--- src/include/ptu_pkg.sv ---
package ptu_pkg;

    // bus and counter widths
    localparam int unsigned PTU_ADDR_W    = 12;
    localparam int unsigned PTU_DATA_W    = 32;
    localparam int unsigned PTU_TICK_W    = 20;
    localparam int unsigned PTU_ELAPSED_W = 12;
    localparam int unsigned PTU_DIV_W     = 4;

    // master clock prescale: one tick enable every sixteen clocks
    localparam int unsigned          PTU_DIV_RATIO = 16;
    localparam logic [PTU_DIV_W-1:0] PTU_DIV_LAST  = 4'hf;

    // register byte offsets
    localparam logic [PTU_ADDR_W-1:0] PTU_MODE_OFS   = 12'h000;
    localparam logic [PTU_ADDR_W-1:0] PTU_STATUS_OFS = 12'h004;
    localparam logic [PTU_ADDR_W-1:0] PTU_ACK_OFS    = 12'h008;
    localparam logic [PTU_ADDR_W-1:0] PTU_SNAP_OFS   = 12'h00c;

    // field positions
    localparam int unsigned PTU_MODE_LIMIT_LSB    = 0;
    localparam int unsigned PTU_MODE_TIMER_ON_BIT = 24;
    localparam int unsigned PTU_MODE_IRQ_ON_BIT   = 25;
    localparam int unsigned PTU_STATUS_FLAG_BIT   = 0;
    localparam int unsigned PTU_VIEW_TICK_LSB     = 0;
    localparam int unsigned PTU_VIEW_ELAPSED_LSB  = 20;

    // reset values
    localparam logic [PTU_DATA_W-1:0] PTU_MODE_RESET = 32'h000f_ffff;
    localparam logic [PTU_DATA_W-1:0] PTU_ZERO_WORD  = 32'h0000_0000;

    // decoded register select
    typedef enum logic [2:0] {
        PTU_REG_MODE,
        PTU_REG_STATUS,
        PTU_REG_ACK,
        PTU_REG_SNAP,
        PTU_REG_NONE
    } ptu_reg_e;

endpackage

--- src/include/ptu_reg_if.sv ---
`timescale 1ns/1ps
interface ptu_reg_if;
    import ptu_pkg::*;

    logic                  mode_wr;     // one-cycle write strobe to mode register
    logic [PTU_DATA_W-1:0] wdata;       // write data for the mode register
    logic                  ack_rd;      // one-cycle acknowledging-read strobe
    logic [PTU_DATA_W-1:0] mode_val;    // mode register readback
    logic [PTU_DATA_W-1:0] status_val;  // status register readback
    logic [PTU_DATA_W-1:0] count_val;   // packed counter view

    modport bus (
        output mode_wr,
        output wdata,
        output ack_rd,
        input  mode_val,
        input  status_val,
        input  count_val
    );

    modport core (
        input  mode_wr,
        input  wdata,
        input  ack_rd,
        output mode_val,
        output status_val,
        output count_val
    );
endinterface

--- src/rtl/ptu_apb_slave.sv ---
`timescale 1ns/1ps
module ptu_apb_slave
    import ptu_pkg::*;
(
    input  wire logic                  clk_sys_i,
    input  wire logic                  sys_rst_i,
    input  wire logic                  psel_i,
    input  wire logic                  penable_i,
    input  wire logic                  pwrite_i,
    input  wire logic [PTU_ADDR_W-1:0] paddr_i,
    input  wire logic [PTU_DATA_W-1:0] pwdata_i,
    output logic      [PTU_DATA_W-1:0] prdata_o,
    output logic                       pready_o,
    output logic                       pslverr_o,
    ptu_reg_if.bus                     regs
);

    typedef struct packed {
        logic [PTU_DATA_W-1:0] rdata;
        logic                  slverr;
    } ptu_apb_s;

    ptu_apb_s s_q;
    ptu_apb_s s_d;
    logic     setup;
    logic     access;

    // word decode; the two low address bits are ignored
    function automatic ptu_reg_e ptu_decode(input logic [PTU_ADDR_W-1:0] addr);
        logic [PTU_ADDR_W-1:0] word;
        word = {addr[PTU_ADDR_W-1:2], 2'b00};
        if (word == PTU_MODE_OFS) begin
            return PTU_REG_MODE;
        end else if (word == PTU_STATUS_OFS) begin
            return PTU_REG_STATUS;
        end else if (word == PTU_ACK_OFS) begin
            return PTU_REG_ACK;
        end else if (word == PTU_SNAP_OFS) begin
            return PTU_REG_SNAP;
        end
        return PTU_REG_NONE;
    endfunction

    assign setup  = psel_i && !penable_i;
    assign access = psel_i && penable_i;

    // zero wait states: every access phase completes in its first cycle
    assign pready_o  = 1'b1;
    assign prdata_o  = s_q.rdata;
    assign pslverr_o = s_q.slverr;

    // strobes: the write lands at the completing edge, the acknowledge at
    // the setup edge, so the value captured and the clear see the same state
    assign regs.wdata   = pwdata_i;
    assign regs.mode_wr = access && pwrite_i && (ptu_decode(paddr_i) == PTU_REG_MODE);
    assign regs.ack_rd  = setup && !pwrite_i && (ptu_decode(paddr_i) == PTU_REG_ACK);

    // read data and error are captured during setup, held through access
    always_comb begin
        s_d = s_q;
        if (setup) begin
            s_d.slverr = (ptu_decode(paddr_i) == PTU_REG_NONE);
            s_d.rdata  = PTU_ZERO_WORD;
            if (!pwrite_i) begin
                unique case (ptu_decode(paddr_i))
                    PTU_REG_MODE:   s_d.rdata = regs.mode_val;
                    PTU_REG_STATUS: s_d.rdata = regs.status_val;
                    PTU_REG_ACK:    s_d.rdata = regs.count_val;
                    PTU_REG_SNAP:   s_d.rdata = regs.count_val;
                    PTU_REG_NONE:   s_d.rdata = PTU_ZERO_WORD;
                endcase
            end
        end
    end

    always_ff @(posedge clk_sys_i or posedge sys_rst_i) begin
        if (sys_rst_i) begin
            s_q <= '0;
        end else begin
            s_q <= s_d;
        end
    end

endmodule

--- src/rtl/ptu_timer.sv ---
// The implementer's own choice: register access over APB.
`timescale 1ns/1ps
// Notes on behaviour
// - two counters: 20-bit tick count and 12-bit elapsed interval count
// - counters advance only on the master clock divided by sixteen enable
// - tick count runs 0 to limit, then wraps and bumps elapsed count
// - one interval lasts limit plus one divided ticks
// - wrap sets the reached flag; irq only while bit 25 is set
// - writing the limit neither resets nor restarts either counter
// - read at 0x08 returns counters, clears elapsed count and flag
// - read at 0x0c returns counters with no side effect
// - enable bit 24 acts only at tick count zero; stop after wrap
// - after reset timer disabled; mode register resets to 0x000f_ffff
// - both counters freeze while the core is in debug state
// - views: elapsed count in bits 31..20, tick count in 19..0
// - status at 0x04 shows reached flag in bit 0
// - mode: limit in low 20 bits, enable 24, irq enable 25
module ptu_timer
    import ptu_pkg::*;
(
    input  wire logic                  clk_sys_i,
    input  wire logic                  sys_rst_i,
    input  wire logic                  dbg_halt_i,
    input  wire logic                  psel_i,
    input  wire logic                  penable_i,
    input  wire logic                  pwrite_i,
    input  wire logic [PTU_ADDR_W-1:0] paddr_i,
    input  wire logic [PTU_DATA_W-1:0] pwdata_i,
    output logic      [PTU_DATA_W-1:0] prdata_o,
    output logic                       pready_o,
    output logic                       pslverr_o,
    output logic                       irq_o
);

    typedef struct packed {
        logic [PTU_DIV_W-1:0]     div;
        logic [PTU_TICK_W-1:0]    interval_limit;
        logic                     tick_timer_on;
        logic                     tick_irq_on;
        logic [PTU_TICK_W-1:0]    tick_count;
        logic [PTU_ELAPSED_W-1:0] elapsed_interval_count;
        logic                     interval_reached_flag;
        logic                     irq;
    } ptu_state_s;

    ptu_state_s s_q;
    ptu_state_s s_d;
    logic       tick_en;
    logic       advance;
    logic       wrap;

    ptu_reg_if regs ();

    ptu_apb_slave u_apb (
        .clk_sys_i (clk_sys_i),
        .sys_rst_i (sys_rst_i),
        .psel_i    (psel_i),
        .penable_i (penable_i),
        .pwrite_i  (pwrite_i),
        .paddr_i   (paddr_i),
        .pwdata_i  (pwdata_i),
        .prdata_o  (prdata_o),
        .pready_o  (pready_o),
        .pslverr_o (pslverr_o),
        .regs      (regs.bus)
    );

    // both read views share one packing
    function automatic logic [PTU_DATA_W-1:0] ptu_pack_count(input ptu_state_s s);
        logic [PTU_DATA_W-1:0] w;
        w = PTU_ZERO_WORD;
        w[PTU_VIEW_ELAPSED_LSB +: PTU_ELAPSED_W] = s.elapsed_interval_count;
        w[PTU_VIEW_TICK_LSB +: PTU_TICK_W]       = s.tick_count;
        return w;
    endfunction

    // mode readback; reserved bits read as zero
    always_comb begin
        regs.mode_val = PTU_ZERO_WORD;
        regs.mode_val[PTU_MODE_LIMIT_LSB +: PTU_TICK_W] = s_q.interval_limit;
        regs.mode_val[PTU_MODE_TIMER_ON_BIT]            = s_q.tick_timer_on;
        regs.mode_val[PTU_MODE_IRQ_ON_BIT]              = s_q.tick_irq_on;
    end

    // status and counter views
    always_comb begin
        regs.status_val = PTU_ZERO_WORD;
        regs.status_val[PTU_STATUS_FLAG_BIT] = s_q.interval_reached_flag;
        regs.count_val  = ptu_pack_count(s_q);
    end

    // prescaler and debug freeze: the divider stops too, so a halt
    // does not slip a partial tick period
    assign tick_en = !dbg_halt_i && (s_q.div == PTU_DIV_LAST);

    // a cleared enable only stops the counter once it sits at zero, so a
    // running interval always finishes
    assign advance = tick_en && ((s_q.tick_count != '0) || s_q.tick_timer_on);
    assign wrap    = advance && (s_q.tick_count == s_q.interval_limit);

    // next state
    always_comb begin
        s_d = s_q;
        if (!dbg_halt_i) begin
            s_d.div = s_q.div + 4'h1;
        end
        // limit write leaves counters alone; a limit below the current
        // count runs the counter past 2^20 wrap before matching again
        if (regs.mode_wr) begin
            s_d.interval_limit = regs.wdata[PTU_MODE_LIMIT_LSB +: PTU_TICK_W];
            s_d.tick_timer_on  = regs.wdata[PTU_MODE_TIMER_ON_BIT];
            s_d.tick_irq_on    = regs.wdata[PTU_MODE_IRQ_ON_BIT];
        end
        // acknowledge first, so a wrap in the same cycle still counts
        if (regs.ack_rd) begin
            s_d.elapsed_interval_count = '0;
            s_d.interval_reached_flag  = 1'b0;
        end
        if (advance) begin
            if (wrap) begin
                s_d.tick_count             = '0;
                s_d.elapsed_interval_count = s_d.elapsed_interval_count + 12'h001;
                s_d.interval_reached_flag  = 1'b1;
            end else begin
                s_d.tick_count = s_q.tick_count + 20'h00001;
            end
        end
        s_d.irq = s_d.interval_reached_flag && s_d.tick_irq_on;
    end

    // reset value of the mode fields comes from the mode reset word
    always_ff @(posedge clk_sys_i or posedge sys_rst_i) begin
        if (sys_rst_i) begin
            s_q                        <= '0;
            s_q.interval_limit         <= PTU_MODE_RESET[PTU_MODE_LIMIT_LSB +: PTU_TICK_W];
            s_q.tick_timer_on          <= PTU_MODE_RESET[PTU_MODE_TIMER_ON_BIT];
            s_q.tick_irq_on            <= PTU_MODE_RESET[PTU_MODE_IRQ_ON_BIT];
        end else begin
            s_q <= s_d;
        end
    end

    assign irq_o = s_q.irq;

endmodule

--- config.mk ---
export PLATFORM = sky130hd
export DESIGN_NAME = ptu_timer
export DESIGN_NICKNAME = d
export VERILOG_FILES = /design/src/include/ptu_pkg.sv /design/src/include/ptu_reg_if.sv /design/src/rtl/ptu_apb_slave.sv /design/src/rtl/ptu_timer.sv
export SDC_FILE = /design/constraint.sdc
export NUM_CORES = 1
export LEC_CHECK = 0
export BUFFER_PORTS_ARGS = -buffer_cell sky130_fd_sc_hd__buf_2
export CAP_MARGIN = 15
export CORE_MARGIN = 5
export CORE_UTILIZATION = 40
export CTS_BUF_LIST = sky130_fd_sc_hd__clkbuf_2 sky130_fd_sc_hd__clkbuf_4 sky130_fd_sc_hd__clkbuf_8
export DETAILED_ROUTE_END_ITERATION = 6
export GPL_TIMING_DRIVEN = 1
export PLACE_DENSITY = 0.69
export SLEW_MARGIN = 20
export SYNTH_ARGS = -nofsm -noshare
export SYNTH_HDL_FRONTEND = slang
export SYNTH_SLANG_ARGS = --single-unit
--- constraint.sdc ---
create_clock -name clk_sys_i -period 7.5 [get_ports clk_sys_i]
set_clock_uncertainty 0.05 [all_clocks]
set_input_delay 0.375 -clock clk_sys_i [delete_from_list [all_inputs] [get_ports clk_sys_i]]
set_output_delay 0.375 -clock clk_sys_i [all_outputs]
set_load 0.1 [all_outputs]
**Yosys cells after proc, flatten, opt, wreduce, memory -nomap -nowiden**

Cells that the tools add are included.

- Register bits: 93
- Input port bits: 50
- Output and inout bits: 35
- Word-level logic and storage cells: 67

- Add/subtract/negate cells: 3
- Equal/unequal tests: 11
- Mux-type cells: 24
- Reductions and logical operators: 19

Operator list:

| operator | number |
|---|---|
| $pmux W32 S4 | 1 |
| $mux W13 | 3 |
| $mux W32 | 1 |
| $mux W3 | 10 |
| $add A20 B1 Y20 const B | 1 |
| $eq A10 B2 Y1 const B | 2 |
| $eq A20 B20 Y1 | 1 |
| $mux W20 | 1 |
| $reduce_bool A20 Y1 | 1 |
| $add A12 B1 Y12 const B | 1 |
| $eq A10 B1 Y1 const B | 1 |
| $logic_and A1 B1 Y1 | 10 |
| $logic_not A10 Y1 | 1 |
| $eq A3 B2 Y1 const B | 3 |
| $mux W1 | 8 |
| $eq A3 B3 Y1 const B | 2 |
| $logic_not A3 Y1 | 2 |
| $add A4 B1 Y4 const B | 1 |
| $eq A4 B4 Y1 const B | 1 |
| $eq A3 B1 Y1 const B | 1 |
| $logic_not A1 Y1 | 3 |
| $reduce_or A2 Y1 | 1 |
| $logic_or A1 B1 Y1 | 1 |

**Longest topological paths before layout**

Gate-level depths: netlist of run 1.

- Depth in word-level cells: 14
- Depth in mapped cells: 9
- Mapped depth without buffers: 8

**Cells and area by module**

From an unflattened synthesis of run 1, not the netlist that was laid out.

- Cell total of the unflattened synthesis: 480
- Area, all modules: 5187.5 µm²

By module, submodules not included:

| module | times used | cells each | area each (µm²) | seq. area each (µm²) |
|---|---|---|---|---|
| ptu_timer | 1 | 287 | 3249.4 | 1526.5 |
| ptu_apb_slave | 1 | 193 | 1938.1 | 825.8 |

**Least setup slack after synthesis of run 1**

Ideal clock, no wire load.

- Kind: reg-to-reg
- From: register s_q, in the netlist regs.mode_val[0]
- To: register s_q, in the netlist regs.count_val[31]
- Library setup time: 120 ps
- Data arrival time: 1793 ps
- Required time: 7330 ps
- Setup slack: 5537 ps
- Cell stages (with the launch flop): 8
- Path buffers: 1
- Clock period less this slack: 1963 ps
- Path through: dfstp_2 xor2_1 nor4_2 nand4_4 nor3_4 buf_6 a21oi_1 a31o_1

RTL lines:

| item | line | source |
|---|---|---|
| start, declared | ptu_timer.sv:46 | `ptu_state_s s_q;` |

==> flow_summary_export.csv, run 1 <==
group,metric,value,unit
synth,synth_xor_area_share,7.47,%
cells_and_area,n_fill_cell,1111,
sta,min_period_over_period,37.5,%
critical_path,worst_setup_path_end_kind,"register",
synth,ys_dominant_reg_cell,"sky130_fd_sc_hd__dfrtp_1",
clock_network,htree_num_levels,3,
floorplan,boundaryPins,85,
sta,slew-limit-headroom,35.3,%
floorplan,start_util,40.3,%
grt,groute.usage.overall,15.4,%
sta,hold_viol_final,0,
synth,fraction_of_the_mapped_netlist_area_in_simple_logic_gates,20.2,%
synth,ys_seq_area_share,48.9,%
grt,grt_pass1_vias,3596,
drt,routed_wirelength,10600,µm
cells_and_area,drive_gt1_share,30.1,%
sta,timing.fmax,0.355,GHz
clock_network,cts_post_setup_buffers_inserted,0,
synth,synth-compound-area-share,10.2,%
cells_and_area,post-route-cell-area,5410,µm²
critical_path,timing_worst_setup_path_type,"in -> reg",
placement,postPlaceCellArea,5180,µm²
clock_network,cts_max_path_buffers,2,
grt,antenna_found_initial,0,
sta,finalCriticalPeriod,2.81,ns
clock_network,cts-hold-fix-buffers,0,
power,ir_worst_vdd,0.101,mV
drt,first_iter_violations,205,
drt,drtPass1Iterations,5,
sta,final_sum_of_negative_setup_slack,0,ns
drt,wl_per_cell,16.1,µm
sta,fin_ws,4.69,ns
clock_network,cts_root_buf,"sky130_fd_sc_hd__clkbuf_8",
grt,global_route_wire_length_before_repair,17900,µm
hold_path,worstHoldPathType,"in -> async",
placement,place_inst,642,
sta,drv_slew,0,
synth,synthesis.nets,506,
cells_and_area,mostFrequentLayoutCell,"sky130_fd_sc_hd__dfrtp_1",
clock_network,cts_num_sinks,93,
cells_and_area,final_cell_mix,"sky130_fd_sc_hd__dfrtp_1, sky130_fd_sc_hd__buf_2, sky130_fd_sc_hd__nand2_1",
clock_network,insertion_delay,0.36,ns
cells_and_area,finalCoreUtilization,45.4,%
outcome,run_status,"finished clean",
clock_network,cts.clk_slew.worst_paths,0.08,ns
power,power.leakage,2.58,nW
drt,post-route-drc-count,0,
floorplan,die_height,120,µm
placement,dpl_worst_slack,3.49,ns
floorplan,core-area,11900,µm²
placement,dp.final_hpwl,7600,µm
run,timing.max_cap.violations,0,
cells_and_area,final_nets,561,
critical_path,worst_ep_arrival_time,3.02,ns
placement,port_buffers,71,
power,power.density,197,nW/µm²
synth,largest_family_of_logic_cells_by_synthesized_area,"simple AND/OR/NAND/NOR gates",
synth,synth-edff-count,0,
cells_and_area,synthToLayoutAreaGrowth,12.5,%
critical_path,critical_path.max_fanout,22,
critical_path,critical-path-max-stage-delay,0.57,ns
clock_network,cts_resized,0,
sta,report.final.setup_viol,0,
synth,syn-mean-instance-area,10.6,µm²
critical_path,critical_path_cell_list,"buf_2, nor4_2, and2_1, nor3b_4, buf_8, nand4_4, mux2_2, a21boi_1",
synth,netlist-cell-type-count,54,
placement,weighted_congestion_reported_at_the_end_of_routability_driven_placement,0.867,
synth,synth-async-reset-ratio,100,%
grt,largest_net_degree_at_the_start_of_global_routing,55,
sta,worst-slew-pin-transition,0.970,ns
synth,synth.ff_latch_count,93,
critical_path,crit_required,7.70,ns
synth,muxShareOfSynthArea,7.63,%
synth,yosys.area_share.adder,1.04,%
floorplan,rows,40,
synth,synth-warning-count,0,
drt,routed_via_density,5.25,
cells_and_area,antenna_diode_count,0,
cells_and_area,instances_no_fill,659,
critical_path,worst_setup_path_start_kind,"input pin",
synth,synthesis.area,4810,µm²
clock_network,tritoncts_clock_tree,"done",
floorplan,die_w,120,µm
clock_network,tritoncts.num_buffers,9,
drt,vias,3458,
sta,rsz0062_at_grt,"false",
drt,ant_nets,0,
critical_path,crit_slowest_cell,"sky130_fd_sc_hd__nor3b_4",
synth,syn-instance-count,452,
floorplan,area_of_the_die,14300,µm²
grt,grt_overflow_total,0,
sequential cells by signal, summed over array words and instances (netlist names):
signal and flops:
s_q 4, u_apb.pslverr_o 1, regs.status_val 1, regs.count_val 32
irq_o 1, regs.mode_val 22, u_apb.prdata_o 32
worst max-delay path, delay by kind of cell:
kind	cells	cell delay, ns
multiplexers	1	0.50
AO/OA/AOI/OAI	1	0.13
buffers and inverters	2	0.33
AND/OR/NAND/NOR	4	1.67
cell type report:
| cell class | count | area [µm²] | share of cell area (%) |
|---|---|---|---|
| Timing Repair Buffer | 74 | 385 | 7.12 |
| Inverter | 10 | 38.8 | 0.717 |
| Clock inverter | 4 | 47.5 | 0.879 |
| Clock buffer | 12 | 153 | 2.82 |
| Tap cell | 147 | 184 | 3.40 |
| Sequential cell | 93 | 2350 | 43.5 |
| Multi-Input combinational cell | 319 | 2250 | 41.6 |
synth_stat cells (3+ instances only):
cell type,number,share of area (%)
sky130_fd_sc_hd__dfstp_2,20,11
sky130_fd_sc_hd__dfrtp_1,73,38
sky130_fd_sc_hd__o21ai_0,34,3.5
sky130_fd_sc_hd__nor2_1,29,2.3
sky130_fd_sc_hd__mux2_2,5,1.2
sky130_fd_sc_hd__nor4_2,3,0.78
sky130_fd_sc_hd__a22oi_1,21,3.3
sky130_fd_sc_hd__nand4_1,10,1.3
sky130_fd_sc_hd__buf_6,6,1.4
sky130_fd_sc_hd__and2_1,3,0.39
sky130_fd_sc_hd__and3_1,7,0.91
sky130_fd_sc_hd__xnor2_1,16,2.9
sky130_fd_sc_hd__nand3_1,14,1.5
sky130_fd_sc_hd__nor4_4,4,1.8
sky130_fd_sc_hd__nand2b_1,3,0.39
sky130_fd_sc_hd__a21oi_1,8,0.83
sky130_fd_sc_hd__buf_2,6,0.62
sky130_fd_sc_hd__nor4_1,9,1.2
sky130_fd_sc_hd__ha_1,4,1.0
sky130_fd_sc_hd__inv_1,10,0.78
sky130_fd_sc_hd__nor2b_1,6,0.78
sky130_fd_sc_hd__mux2_4,20,6.2
sky130_fd_sc_hd__clkbuf_1,15,1.2
sky130_fd_sc_hd__xor2_1,25,4.6
sky130_fd_sc_hd__a22o_1,3,0.55
sky130_fd_sc_hd__nand2_1,62,4.8
sky130_fd_sc_hd__buf_4,3,0.47
per-stage QoR:
step / hold slack (ns) / total power [mW]
floorplan: 0.407 / 0.691
global placement: 0.405 / 0.726
detailed placement: 0.408 / 0.735
CTS: 0.0523 / 1.07
global route: 0.0914 / 1.11
finish: 0.0394 / 1.06
path summary, 6_finish.rpt:
| check | startpoint | endpoint | slack (ns) | depth (start not counted) |
|---|---|---|---|---|
| min in group clk_sys_i | pwdata_i[4] | regs.mode_val[4] | 0.18 | 2 |
| min | sys_rst_i | u_apb.prdata_o[23] | 0.04 | 2 |
| min reg2reg | u_apb.prdata_o[0] | u_apb.prdata_o[0] | 0.42 | 2 |
| max in group asynchronous | sys_rst_i | u_apb.prdata_o[7] | 6.25 | 3 |
| max | paddr_i[11] | irq_o | 4.69 | 8 |
| max reg2reg | regs.mode_val[0] | regs.count_val[21] | 4.84 | 5 |
routing by layer:
| metal | global-route usage, % | vias up | wire, µm |
|---|---|---|---|
| met4 | 6.87 | 0 | 246 |
| met1 | 19.5 | 1682 | 4800 |
| met3 | 4.01 | 17 | 543 |
| met5 | 0 | - | 0 |
| met2 | 24.7 | 80 | 5040 |
| li1 | - | 1679 | - |
power by group:
| part | switching, mW | internal (mW) |
|---|---|---|
| combinational | 0.104 | 0.0664 |
| clock | 0.169 | 0.170 |
| sequential | 0.0302 | 0.525 |
| total | 0.303 | 0.761 |
logic make-up (layout without fill, tap and decap cells):
group                    after synthesis  in the layout
AO/OA/AOI/OAI                         78             78
XOR/XNOR                              41             41
adder cells (fa/ha/maj)                4              4
buffers and inverters                 40            100
flip-flops                            93             93
multiplexers                          26             26
other                                  1              1
AND/OR/NAND/NOR                      169            169
Power figures use the tool's default switching activity.
==> inputs of run 2 (changes only) <==
--- a/config.mk
+++ b/config.mk
@@ -12,7 +12,7 @@
 export CTS_BUF_LIST = sky130_fd_sc_hd__clkbuf_2 sky130_fd_sc_hd__clkbuf_4 sky130_fd_sc_hd__clkbuf_8
 export DETAILED_ROUTE_END_ITERATION = 6
 export GPL_TIMING_DRIVEN = 1
-export PLACE_DENSITY = 0.69
+export PLACE_DENSITY = 0.72
 export SLEW_MARGIN = 20
 export SYNTH_ARGS = -nofsm -noshare
 export SYNTH_HDL_FRONTEND = slang
==> constraint.sdc (replaced) <==
create_clock -name clk_sys_i -period 2.36 [get_ports clk_sys_i]
set_clock_uncertainty 0.05 [all_clocks]
set_input_delay 0.118 -clock clk_sys_i [delete_from_list [all_inputs] [get_ports clk_sys_i]]
set_output_delay 0.118 -clock clk_sys_i [all_outputs]
set_load 0.1 [all_outputs]
==> run 2 against run 1 <==
  * Largest power group unchanged
  * Routed wire length grew 7.1%
  * Count of clock-buffer cells in the layout is the same
  * Highest routed layer unchanged
  * Die area is the same
  * Critical endpoint is now regs.count_val[21]
  * Utilization grew 3.4 points
  * Global-route usage grew 1.1 points
==> flow_summary_export.csv, run 2 (same netlist as run 1, synthesis figures left out) <==
group,metric,value,unit
cells_and_area,multiInputGateArea,2240,µm²
cells_and_area,synthToLayoutAreaGrowth,21.0,%
clock_network,htree_num_levels,3,
clock_network,cts.clk_slew.worst_paths,0.09,ns
clock_network,tritoncts_clock_tree,"done",
hold_path,worstHoldPathType,"in -> reg",
placement,weighted_congestion_reported_at_the_end_of_routability_driven_placement,0.865,
cells_and_area,mostFrequentLayoutCell,"sky130_fd_sc_hd__dfrtp_1",
sta,worst-slew-pin-transition,0.781,ns
drt,routed_via_density,5.18,
drt,ant_nets,0,
floorplan,die_w,120,µm
cells_and_area,final_nets,604,
drt,first_iter_violations,215,
cells_and_area,antenna_diode_count,0,
outcome,run_status,"finished clean",
floorplan,core-area,11900,µm²
run,timing.max_cap.violations,0,
placement,dp.final_hpwl,8140,µm
floorplan,die_height,120,µm
drt,wl_per_cell,16.2,µm
placement,port_buffers,71,
sta,drv_slew,0,
sta,finalCriticalPeriod,2.27,ns
drt,post-route-drc-count,0,
floorplan,rows,40,
floorplan,area_of_the_die,14300,µm²
cells_and_area,layout.area.seq,2350,µm²
grt,largest_net_degree_at_the_start_of_global_routing,45,
cells_and_area,drive_gt1_share,31.4,%
grt,grt_pass1_vias,3845,
clock_network,cts_num_sinks,93,
clock_network,cts_root_buf,"sky130_fd_sc_hd__clkbuf_8",
grt,grt_overflow_total,0,
critical_path,critical_path.max_fanout,11,
clock_network,cts_max_path_buffers,2,
placement,dpl_worst_slack,0.0989,ns
drt,routed_wirelength,11400,µm
sta,hold_viol_final,0,
clock_network,tritoncts.num_buffers,9,
placement,postPlaceCellArea,5350,µm²
floorplan,boundaryPins,85,
drt,drtPass1Iterations,4,
sta,slew-limit-headroom,47.8,%
sta,min_period_over_period,96.0,%
critical_path,worst_ep_arrival_time,2.48,ns
critical_path,regToRegSetupSlack,0.09,ns
sta,rsz0062_at_grt,"true",
cells_and_area,post-route-cell-area,5820,µm²
critical_path,worst_setup_path_start_kind,"register",
sta,report.final.setup_viol,0,
sta,timing.fmax,0.441,GHz
sta,fin_ws,0.0948,ns
grt,global_route_wire_length_before_repair,19100,µm
grt,groute.usage.overall,16.5,%
critical_path,crit_required,2.57,ns
critical_path,timing_worst_setup_path_type,"reg -> reg",
cells_and_area,n_fill_cell,1087,
power,power.leakage,2.80,nW
drt,vias,3638,
floorplan,start_util,40.3,%
power,ir_worst_vdd,0.249,mV
grt,antenna_found_initial,0,
critical_path,worst_setup_path_end_kind,"register",
power,power.density,616,nW/µm²
cells_and_area,final_cell_mix,"sky130_fd_sc_hd__dfrtp_1, sky130_fd_sc_hd__buf_2, sky130_fd_sc_hd__nand2_1",
clock_network,insertion_delay,0.38,ns
-- run 2: cell count changes in the layout (fill, tap and decap cells not counted), sizes merged --
| cell | delta |
|---|---|
| clkinvlp | +1 |
| buf | +19 |
| dlygate4sd3 | +24 |
| clkinv | -2 |
| bufinv | +1 |
-- run 2: layout make-up --
type | instances | share of cell area (%)
clock buffer | 12 | 2.62
clock inverter | 4 | 1.25
inverter | 10 | 0.710
multi-input combinational | 319 | 38.5
sequential | 93 | 40.5
tap | 147 | 3.16
timing repair buffer | 117 | 13.3
-- run 2: layer usage --
metal,up-vias,global-route usage [%],part of all wire (%)
met2,79,27.1,49
met5,-,0,0
met3,25,3.49,4.5
li1,1767,-,-
met4,0,7.66,3.0
met1,1767,20.8,44
-- run 2: final timing paths --
kind                                    start                 end  cells past startpoint
setup / recovery             regs.mode_val[0]  regs.count_val[21]                      5
hold / removal                      penable_i   u_apb.prdata_o[0]                      4
setup reg to reg             regs.mode_val[0]  regs.count_val[21]                      5
hold reg to reg            u_apb.prdata_o[15]  u_apb.prdata_o[15]                      2
max in group asynchronous           sys_rst_i    regs.mode_val[2]                      4
min in group asynchronous           sys_rst_i  u_apb.prdata_o[26]                      3
-- run 2: power breakdown --
group          internal [mW]  leakage, nW  total (mW)  switching, mW
clock network          0.648        0.113        1.21          0.563
logic                  0.262         1.50       0.628          0.365
registers               1.67         1.19        1.75         0.0747
-- run 2: worst max-delay path, stage by stage, from the launching register on --
cell                      delay [ns]
sky130_fd_sc_hd__dfstp_2        0.58
sky130_fd_sc_hd__xor2_1         0.09
sky130_fd_sc_hd__nor4_2         0.42
sky130_fd_sc_hd__nand4_4        0.21
sky130_fd_sc_hd__nor3_4         0.42
sky130_fd_sc_hd__mux2_2         0.39
-- run 2: stage by stage --
stage | TNS, ns | power [mW] | instances | util (%) | hold slack [ns]
finish | 0 | 3.59 | 702 | 48.8 | 0.0688
floorplan | 0 | 2.20 | 452 | - | 0.150
global placement | 0 | 2.33 | 662 | 44.9 | 0.231
detailed placement | 0 | 2.37 | 662 | 44.9 | 0.236
global route | -0.0411 | 3.74 | 702 | 48.8 | 0.118
CTS | 0 | 3.60 | 702 | 48.8 | 0.0656
-- run 2: repair_timing --
action	CTS	global route
hold buffers	24	0
endpoints found under the hold margin	49	0
setup buffers	0	0
setup endpoints to repair	0	12
resized for setup	0	1
